===== src/logic/ngp_pkg.sv =====
package ngp_pkg;

   // ***********************************************************
   // Widths and register addresses
   // ***********************************************************
   localparam int          WORD_W           = 16;
   localparam int          ADDR_W           = 5;
   localparam logic [4:0]  REG_PARTNER_BASE = 5'h05;
   localparam logic [4:0]  REG_EXPANSION    = 5'h06;
   localparam logic [4:0]  REG_NP_TRANSMIT  = 5'h07;
   localparam logic [4:0]  REG_PARTNER_NP   = 5'h08;

   // ***********************************************************
   // Code word field positions
   // ***********************************************************
   localparam int          FIELD_MSB        = 10;
   localparam int          BIT_TOGGLE       = 11;
   localparam int          BIT_ACK2         = 12;
   localparam int          BIT_MSG_PAGE     = 13;
   localparam int          BIT_ACK          = 14;
   localparam int          BIT_NEXT_PAGE    = 15;
   localparam int          BIT_BASE_RSVD    = 12;
   localparam logic [15:0] BASE_KEEP_MASK   = 16'hEFFF;

   // ***********************************************************
   // Values after reset
   // ***********************************************************
   localparam logic [10:0] NP_FIELD_RESET   = 11'h001;
   localparam logic        MSG_PAGE_RESET   = 1'h1;
   localparam logic        LOCAL_NP_HW_RST  = 1'h1;
   localparam logic        LOCAL_NP_SW_RST  = 1'h0;
   localparam logic [15:0] WORD_ZERO        = 16'h0000;

   // ***********************************************************
   // State encodings
   // ***********************************************************
   typedef enum logic [1:0] {
      NGP_TX_IDLE  = 2'h1,
      NGP_TX_OFFER = 2'h2
   } ngp_tx_state_t;

   typedef enum logic [1:0] {
      NGP_P_READY = 2'h1,
      NGP_P_WAIT  = 2'h2
   } ngp_take_state_t;

endpackage : ngp_pkg


===== src/logic/ngp_link_if.sv =====
`timescale 1ns/1ps
interface ngp_link_if;
   logic [15:0] rx_word;   // Code word from partner
   logic        rx_valid;  // One-cycle strobe for rx_word
   logic        rx_base;   // rx_word is a base page
   logic        an_able;   // Partner runs auto-negotiation
   logic [15:0] tx_word;   // Local next page code word
   logic        tx_valid;  // tx_word offered
   logic        tx_taken;  // One-cycle strobe: partner took tx_word

   modport dev (
      input  rx_word, rx_valid, rx_base, an_able, tx_taken,
      output tx_word, tx_valid
   );

   modport part (
      output rx_word, rx_valid, rx_base, an_able, tx_taken,
      input  tx_word, tx_valid
   );
endinterface : ngp_link_if


===== src/logic/ngp_device.sv =====
`timescale 1ns/1ps
module ngp_device (
   input  wire logic        CLOCK_IN,        // 250 MHz clock
   input  wire logic        RSTN_IN,         // Async hardware reset, active low
   input  wire logic        CE_IN,           // Clock enable
   input  wire logic        SW_RESET_IN,     // Software reset, sync pulse
   input  wire logic        PAR_FAULT_IN,    // Parallel detection fault level
   input  wire logic [4:0]  REG_ADDR_IN,     // Register address
   input  wire logic [15:0] REG_WDATA_IN,    // Write data
   input  wire logic        REG_WR_IN,       // Write strobe
   input  wire logic        REG_RD_IN,       // Read strobe
   output logic      [15:0] REG_RDATA_OUT,   // Read data
   output logic             REG_RVALID_OUT,  // Read data valid pulse
   ngp_link_if.dev          LINK             // Link to partner end
);

   typedef struct packed {
      logic [15:0]            base_ability;
      logic [15:0]            partner_np;
      logic                   an_able;
      logic                   page_rcvd;
      logic                   local_np;
      logic                   partner_np_able;
      logic                   par_fault;
      logic [10:0]            np_field;
      logic                   toggle;
      logic                   ack2;
      logic                   msg_page;
      logic                   np_more;
      ngp_pkg::ngp_tx_state_t tx;
      logic [15:0]            rdata;
      logic                   rvalid;
   } ngp_dev_state_t;

   ngp_dev_state_t st;
   ngp_dev_state_t next_st;

   // ***********************************************************
   // Reset values
   // ***********************************************************
   function automatic ngp_dev_state_t reset_state(input logic hw);
      ngp_dev_state_t r;
      r          = '0;
      r.np_field = ngp_pkg::NP_FIELD_RESET;
      r.msg_page = ngp_pkg::MSG_PAGE_RESET;
      r.tx       = ngp_pkg::NGP_TX_IDLE;
      // Only the local next page bit differs between the two resets
      r.local_np = hw ? ngp_pkg::LOCAL_NP_HW_RST : ngp_pkg::LOCAL_NP_SW_RST;
      return r;
   endfunction : reset_state

   // ***********************************************************
   // Hardware reset image
   // ***********************************************************
   // A constant keeps the async reset branch free of logic
   localparam ngp_dev_state_t HW_RESET_ST = reset_state(1'b1);

   // ***********************************************************
   // Register views
   // ***********************************************************
   function automatic logic [15:0] expansion_word(input ngp_dev_state_t s);
      logic [15:0] w;
      w    = ngp_pkg::WORD_ZERO;
      w[0] = s.an_able;
      w[1] = s.page_rcvd;
      w[2] = s.local_np;
      w[3] = s.partner_np_able;
      w[4] = s.par_fault;
      return w;
   endfunction : expansion_word

   function automatic logic [15:0] np_tx_word(input ngp_dev_state_t s);
      logic [15:0] w;
      w                              = ngp_pkg::WORD_ZERO;
      w[ngp_pkg::FIELD_MSB:0]        = s.np_field;
      w[ngp_pkg::BIT_TOGGLE]         = s.toggle;
      w[ngp_pkg::BIT_ACK2]           = s.ack2;
      w[ngp_pkg::BIT_MSG_PAGE]       = s.msg_page;
      w[ngp_pkg::BIT_NEXT_PAGE]      = s.np_more;
      return w;
   endfunction : np_tx_word

   function automatic logic [15:0] read_mux(input logic [4:0]     addr,
                                            input ngp_dev_state_t s);
      logic [15:0] w;
      w = ngp_pkg::WORD_ZERO;
      case (addr)
         ngp_pkg::REG_PARTNER_BASE: begin
            w = s.base_ability;
         end
         ngp_pkg::REG_EXPANSION: begin
            w = expansion_word(s);
         end
         ngp_pkg::REG_NP_TRANSMIT: begin
            w = np_tx_word(s);
         end
         ngp_pkg::REG_PARTNER_NP: begin
            w = s.partner_np;
         end
         default: begin
            // Unmapped addresses read as zero
            w = ngp_pkg::WORD_ZERO;
         end
      endcase
      return w;
   endfunction : read_mux

   // ***********************************************************
   // Next state
   // ***********************************************************
   always_comb begin
      next_st           = st;
      next_st.rvalid    = 1'b0;
      next_st.an_able   = LINK.an_able;
      next_st.par_fault = PAR_FAULT_IN;

      // Read: data from the state before this cycle's events
      if (REG_RD_IN) begin
         next_st.rdata  = read_mux(REG_ADDR_IN, st);
         next_st.rvalid = 1'b1;
         if (REG_ADDR_IN == ngp_pkg::REG_EXPANSION) begin
            next_st.page_rcvd = 1'b0;
         end
      end

      // Received pages; a new page set after the clear wins
      if (LINK.rx_valid) begin
         next_st.page_rcvd = 1'b1;
         if (LINK.rx_base) begin
            // Reserved bit 12 is dropped so it always reads zero
            next_st.base_ability    = LINK.rx_word & ngp_pkg::BASE_KEEP_MASK;
            next_st.partner_np_able = LINK.rx_word[ngp_pkg::BIT_NEXT_PAGE];
         end else begin
            next_st.partner_np = LINK.rx_word;
         end
      end

      // Offer handshake; toggle flips once per page taken
      case (st.tx)
         ngp_pkg::NGP_TX_IDLE: begin
            next_st.tx = ngp_pkg::NGP_TX_IDLE;
         end
         ngp_pkg::NGP_TX_OFFER: begin
            if (LINK.tx_taken) begin
               next_st.toggle = ~st.toggle;
               next_st.tx     = ngp_pkg::NGP_TX_IDLE;
            end
         end
         default: begin
            next_st.tx = ngp_pkg::NGP_TX_IDLE;
         end
      endcase

      // A write to REG_NP_TRANSMIT always starts a fresh offer, even over one in flight;
      // software is expected to wait for page received first
      if (REG_WR_IN && (REG_ADDR_IN == ngp_pkg::REG_NP_TRANSMIT)) begin
         next_st.np_field = REG_WDATA_IN[ngp_pkg::FIELD_MSB:0];
         next_st.ack2     = REG_WDATA_IN[ngp_pkg::BIT_ACK2];
         next_st.msg_page = REG_WDATA_IN[ngp_pkg::BIT_MSG_PAGE];
         next_st.np_more  = REG_WDATA_IN[ngp_pkg::BIT_NEXT_PAGE];
         next_st.tx       = ngp_pkg::NGP_TX_OFFER;
      end

      // Software reset overrides everything in the same cycle
      if (SW_RESET_IN) begin
         next_st = reset_state(1'b0);
      end
   end

   // ***********************************************************
   // State register
   // ***********************************************************
   always_ff @(posedge CLOCK_IN or negedge RSTN_IN) begin
      if (!RSTN_IN) begin
         st <= HW_RESET_ST;
      end else if (CE_IN) begin
         st <= next_st;
      end
   end

   // ***********************************************************
   // Outputs
   // ***********************************************************
   assign REG_RDATA_OUT  = st.rdata;
   assign REG_RVALID_OUT = st.rvalid;
   assign LINK.tx_word   = np_tx_word(st);
   assign LINK.tx_valid  = (st.tx == ngp_pkg::NGP_TX_OFFER);

endmodule : ngp_device


===== src/flat_wrapper.sv =====
// flat-port wrapper written by rule: the top's interface ports become plain ports
module ngp_device_flat 
  (CLOCK_IN, RSTN_IN, CE_IN, SW_RESET_IN, PAR_FAULT_IN, REG_ADDR_IN, REG_WDATA_IN, REG_WR_IN, REG_RD_IN, REG_RDATA_OUT, REG_RVALID_OUT, LINK_rx_word, LINK_rx_valid, LINK_rx_base, LINK_an_able, LINK_tx_taken, LINK_tx_word, LINK_tx_valid);
  ngp_link_if LINK_i ();
  input  wire logic CLOCK_IN;
  input  wire logic RSTN_IN;
  input  wire logic CE_IN;
  input  wire logic SW_RESET_IN;
  input  wire logic PAR_FAULT_IN;
  input  wire logic [4:0] REG_ADDR_IN;
  input  wire logic [15:0] REG_WDATA_IN;
  input  wire logic REG_WR_IN;
  input  wire logic REG_RD_IN;
  output logic      [15:0] REG_RDATA_OUT;
  output logic REG_RVALID_OUT;
  input wire logic [$bits(LINK_i.rx_word)-1:0] LINK_rx_word;
  input wire logic [$bits(LINK_i.rx_valid)-1:0] LINK_rx_valid;
  input wire logic [$bits(LINK_i.rx_base)-1:0] LINK_rx_base;
  input wire logic [$bits(LINK_i.an_able)-1:0] LINK_an_able;
  input wire logic [$bits(LINK_i.tx_taken)-1:0] LINK_tx_taken;
  output wire logic [$bits(LINK_i.tx_word)-1:0] LINK_tx_word;
  output wire logic [$bits(LINK_i.tx_valid)-1:0] LINK_tx_valid;
  assign LINK_i.rx_word = LINK_rx_word;
  assign LINK_i.rx_valid = LINK_rx_valid;
  assign LINK_i.rx_base = LINK_rx_base;
  assign LINK_i.an_able = LINK_an_able;
  assign LINK_i.tx_taken = LINK_tx_taken;
  assign LINK_tx_word = LINK_i.tx_word;
  assign LINK_tx_valid = LINK_i.tx_valid;
  ngp_device u_core (.CLOCK_IN(CLOCK_IN), .RSTN_IN(RSTN_IN), .CE_IN(CE_IN), .SW_RESET_IN(SW_RESET_IN), .PAR_FAULT_IN(PAR_FAULT_IN), .REG_ADDR_IN(REG_ADDR_IN), .REG_WDATA_IN(REG_WDATA_IN), .REG_WR_IN(REG_WR_IN), .REG_RD_IN(REG_RD_IN), .REG_RDATA_OUT(REG_RDATA_OUT), .REG_RVALID_OUT(REG_RVALID_OUT), .LINK(LINK_i));
endmodule

===== config.mk =====
export PLATFORM = sky130hd
export DESIGN_NAME = ngp_device_flat
export DESIGN_NICKNAME = d
export VERILOG_FILES = /design/src/logic/ngp_pkg.sv /design/src/logic/ngp_link_if.sv /design/src/logic/ngp_device.sv /design/src/flat_wrapper.sv
export SDC_FILE = /design/constraint.sdc
export NUM_CORES = 1
export LEC_CHECK = 0
export ABC_AREA = 1
export CAP_MARGIN = 20
export CORE_MARGIN = 2
export CORE_UTILIZATION = 57
export DETAILED_ROUTE_END_ITERATION = 8
export DONT_BUFFER_PORTS = 1
export PLACE_DENSITY = 0.83
export SLEW_MARGIN = 20
export SYNTH_ARGS = -nofsm -noshare
export SYNTH_HDL_FRONTEND = slang
export SYNTH_SLANG_ARGS = --single-unit

===== constraint.sdc =====
create_clock -name CLOCK_IN -period 1 [get_ports CLOCK_IN]
set_input_delay 0.2 -clock CLOCK_IN [delete_from_list [all_inputs] [get_ports CLOCK_IN]]
set_output_delay 0.2 -clock CLOCK_IN [all_outputs]
set_load 0.01 [all_outputs]

==> reports/results.md <==
| Parameter | Value | Unit |
| --- | --- | --- |
| Result of the run | finished with violations | - |
| Violations in the final reports | negative hold slack, negative setup slack | - |
| Final global-route overflow total | 0 | - |
| Drt wl/cell | 17.01 | um |
| Clock tree from TritonCTS | yes | - |
| Pin count of the biggest net entering global routing | 70 | - |
| Combined area of all synthesized cells | 3670 | um^2 |
| Initial Utilization | 58.46 | % |
| Top-Level Pins | 82 | - |
| Most instantiated flip-flop cell in the synthesis netlist | sky130_fd_sc_hd__dfrtp_1 | - |
| Global placer's final weighted congestion | 0.8524 | - |
| Maximum frequency from static timing analysis | 740.7 | MHz |
| Area of the multi-input gates | 1578 | um^2 |
| Total Nets Final | 552 | - |
| Num rows | 29 | - |
| Number of placed instances, taps included | 526 | - |
| Min Tclk post-route | 1.350 | ns |
| Max-cap viol count | 0 | - |
| Xor-xnor portion of the synthesized cell area | 0 | % |
| Core region area | 6277 | um^2 |
| Worst max-slew margin expressed relative to the limit | 57.85 | % |
| Post-synthesis share of cell area spent on full adders, half adders and majority gates | 0 | % |
| Total count of max-transition violations in the final report | 0 | - |
| Fin. Hold Viols | 69 | - |
| Ant. Diodes | 0 | - |
| Clock-pin slew reported for the worst setup and hold paths after clock tree synthesis | 0.08 | ns |
| Type of element launching the critical path | register | - |
| Via-to-Cell Ratio | 5.725 | - |
| Overall die width | 84.24 | um |
| Warnings, synthesis | 0 | - |
| Fraction of layout instances using a drive strength above 1 | 25.74 | % |
| VDD IR max | 0.9726 | mV |
| Worst Reg2Reg Path Length in Cells | 7 | - |
| Worst-case hold slack | -0.4633 | ns |
| Total number of vias | 3355 | - |
| Static leakage | 2.431 | nW |
| Syn nets | 512 | - |
| Number of input and output port buffers inserted | 0 | - |
| TritonCTS Buffers | 9 | - |
| Share of cell area taken by muxes after synthesis | 0.6137 | % |
| Clock latency of the later-clocked register in the worst-skew pair | 0.35 | ns |
| Routed Antenna Nets | 0 | - |
| Fraction of the mapped netlist area in compound gates | 5.455 | % |
| H-tree levels | 3 | - |
| Startpoint of the lowest-slack register-to-register path | u_core.st[17] | - |
| Endpoint required time on the critical path | 0.80 | ns |
| Cell variety after synth | 24 | - |
| Final std cells w/o fill | 586 | - |
| Class of the tightest hold or removal check | in2async | - |
| Total power divided by cell area | 1346 | nW/um^2 |
| Element type at the critical path end | primary output | - |
| Combinational family with the most area after synthesis | simple AND/OR/NAND/NOR gates | - |
| Average footprint of a synthesized cell | 7.909 | um^2 |
| Root Driver | sky130_fd_sc_hd__clkbuf_8 | - |
| Via count of the first global-routing pass | 3140 | - |
| Height of the die | 84.24 | um |
| Instance count of the mapped netlist | 464 | - |
| Number of register bits inferred by synthesis | 69 | - |
| RSZ-0062 raised after global routing | yes | - |
| Total routed wirelength | 9967 | um |
| Type of the setup path with the least slack | reg2out | - |
| # fillers | 410 | - |
| Max Fanout on Critical Path | 2 | - |
| Clk_skew | 0.01465 | ns |
| Flop2flop setup slack | -0.20 | ns |
| DRC violations left | 0 | - |
| Worst slew pin tran | 0.6308 | ns |
| Register area | 1735 | um^2 |
| Final WS setup | -0.3500 | ns |
| Worst Path Arrival | 1.15 | ns |
| Maximum clock insertion buffer count | 2 | - |
| Final setup viols | 18 | - |
| Number of enable flip-flop cells after synthesis | 0 | - |
| Floorplan die area | 7096 | um^2 |
| Share of flip-flops with an asynchronous set or reset | 100.0 | % |
| Part of the cycle the worst path needs | 135.0 | % |
| Drt first pass iters | 5 | - |
| Total clock sinks | 69 | - |
| Setup Total Neg Slack | -2.200 | ns |
| Iter 0 DRT Violations | 503 | - |
| Number of antenna violations at the first check in global routing | 0 | - |
| Global-route usage over all layers | 28.36 | % |
| HPWL after detailed placement | 6115 | um |
| Wire length of the first global-routing pass | 15750 | um |
| Share of synthesized cell area in and, or, nand and nor gates | 32.59 | % |
| Total power | 6.162 | mW |
| Critical register-to-register path endpoint | u_core.st[18] | - |
| Register area share after synthesis | 47.19 | % |
| Layout Area Growth over Synthesis | 24.75 | % |
| Standard cell area after detailed placement | 3809 | um^2 |
| Summed area of non-filler cells in the final layout | 4578 | um^2 |
## placed cells by master (no fill, tap or decap)
master | netlist | final
sky130_fd_sc_hd__o21ai_1 | 2 | 1
sky130_fd_sc_hd__clkbuf_1 | 5 | 1
sky130_fd_sc_hd__nor2_4 | 4 | 8
sky130_fd_sc_hd__clkinv_1 | 2 | 1
sky130_fd_sc_hd__mux2_1 | 2 | 2
sky130_fd_sc_hd__dfrtp_1 | 65 | 62
sky130_fd_sc_hd__nand4_1 | 12 | 12
sky130_fd_sc_hd__nand2_1 | 153 | 142
sky130_fd_sc_hd__o21ai_0 | 21 | 20
sky130_fd_sc_hd__buf_6 | 1 | 19
sky130_fd_sc_hd__o31ai_4 | 0 | 1
sky130_fd_sc_hd__conb_1 | 1 | 1
sky130_fd_sc_hd__dfrtp_2 | 0 | 3
sky130_fd_sc_hd__dlygate4sd3_1 | 0 | 29
sky130_fd_sc_hd__dfstp_2 | 4 | 4
sky130_fd_sc_hd__clkbuf_8 | 0 | 10
sky130_fd_sc_hd__a21oi_1 | 14 | 14
sky130_fd_sc_hd__nand3_1 | 51 | 43
sky130_fd_sc_hd__nor2_1 | 23 | 18
sky130_fd_sc_hd__inv_4 | 0 | 1
sky130_fd_sc_hd__o21ai_4 | 0 | 1
sky130_fd_sc_hd__clkinvlp_4 | 0 | 2
sky130_fd_sc_hd__inv_2 | 4 | 7
sky130_fd_sc_hd__nand2_4 | 10 | 10
sky130_fd_sc_hd__nand3_2 | 1 | 8
sky130_fd_sc_hd__bufinv_16 | 0 | 1
sky130_fd_sc_hd__nand2_2 | 0 | 10
sky130_fd_sc_hd__nand3_4 | 0 | 1
sky130_fd_sc_hd__inv_1 | 36 | 32
sky130_fd_sc_hd__inv_6 | 0 | 1
sky130_fd_sc_hd__buf_4 | 35 | 27
sky130_fd_sc_hd__o21ai_2 | 0 | 1
sky130_fd_sc_hd__nand2_8 | 0 | 1
sky130_fd_sc_hd__clkinv_2 | 0 | 2
sky130_fd_sc_hd__nor2_2 | 6 | 7
sky130_fd_sc_hd__buf_12 | 1 | 5
sky130_fd_sc_hd__o31ai_2 | 0 | 1
## state kept, by name, indices dropped and copies added, names as in the netlist
name and flops:
u_core.LINK.tx_word 15, u_core.st 37, u_core.REG_RVALID_OUT 1, u_core.REG_RDATA_OUT 16
## worst max-delay path by stage
| stage | start | to | slack, ns |
|---|---|---|---|
| 2_1_floorplan | REG_ADDR_IN[1] | u_core.REG_RDATA_OUT[7] | -0.09 |
| 3_3_place_gp | REG_ADDR_IN[0] | u_core.LINK.tx_word[9] | -0.24 |
| 3_5_place_dp | REG_ADDR_IN[0] | u_core.LINK.tx_word[8] | -0.28 |
| 4_1_cts | u_core.st[17] | LINK_tx_valid | -0.34 |
| 5_1_grt | u_core.st[17] | LINK_tx_valid | -0.39 |
| 6_report | u_core.st[17] | LINK_tx_valid | -0.35 |
## per-layer routing
metal | track usage (%) | part of all wire [%] | vias to the layer above
met2 | 43.51 | 48 | 213
met3 | 7.670 | 10 | 36
met1 | 37.95 | 39 | 1587
li1 | - | - | 1519
met4 | 12.76 | 3.3 | 0
met5 | 0 | 0 | -
## stage by stage
stage               util, %  setup WS [ns]
floorplan                 -       -0.09104
finish                72.93        -0.3500
global route          72.93        -0.3861
global placement      60.67        -0.2377
CTS                   71.24        -0.3413
detailed placement    60.67        -0.2775
## power by group
group / switching [mW] / internal (mW)
combinational: 0.386 / 0.319
sequential: 0.126 / 2.99
clock: 1.12 / 1.23
total: 1.63 / 4.53
## area by class of cell
cell class	instances	share of cell area, %
tap	77	2.104
inverter	42	3.526
clock inverter	5	1.285
multi-input combinational	302	34.46
clock buffer	11	3.088
sequential	69	37.91
timing repair buffer	80	17.63
## synthesized netlist by cell type (all sizes together) (4+ instances only)
cell | n | area share, %
a21oi | 14 | 1.9
buf | 46 | 9.2
clkbuf | 5 | 0.51
dfrtp | 65 | 44
dfstp | 4 | 2.9
inv | 40 | 4.1
nand2 | 163 | 19
nand3 | 52 | 7.2
nand4 | 12 | 2.0
nor2 | 33 | 4.6
o21ai | 23 | 3.1
## worst max-delay path, stage by stage, from the launching register on
cell	delay, ns
sky130_fd_sc_hd__dfstp_2	0.55
sky130_fd_sc_hd__inv_2	0.04
sky130_fd_sc_hd__nand2_2	0.06
sky130_fd_sc_hd__inv_2	0.05
sky130_fd_sc_hd__buf_6	0.11
## timing repair
item,4_1_cts,5_1_grt
gates resized for setup,27,21
hold buffers,28,1
setup buffers,13,5
hold endpoints to repair,102,70
endpoints found under the setup margin,19,42
pin swaps,3,9
## cells by family (layout without fill, tap and decap cells)
family,count (synthesis),after routing
compound gates,39,39
buf+inv,93,138
flops,69,69
mux,2,2
simple gates,260,260
other cells,1,1
Power figures use the tool's default switching activity.
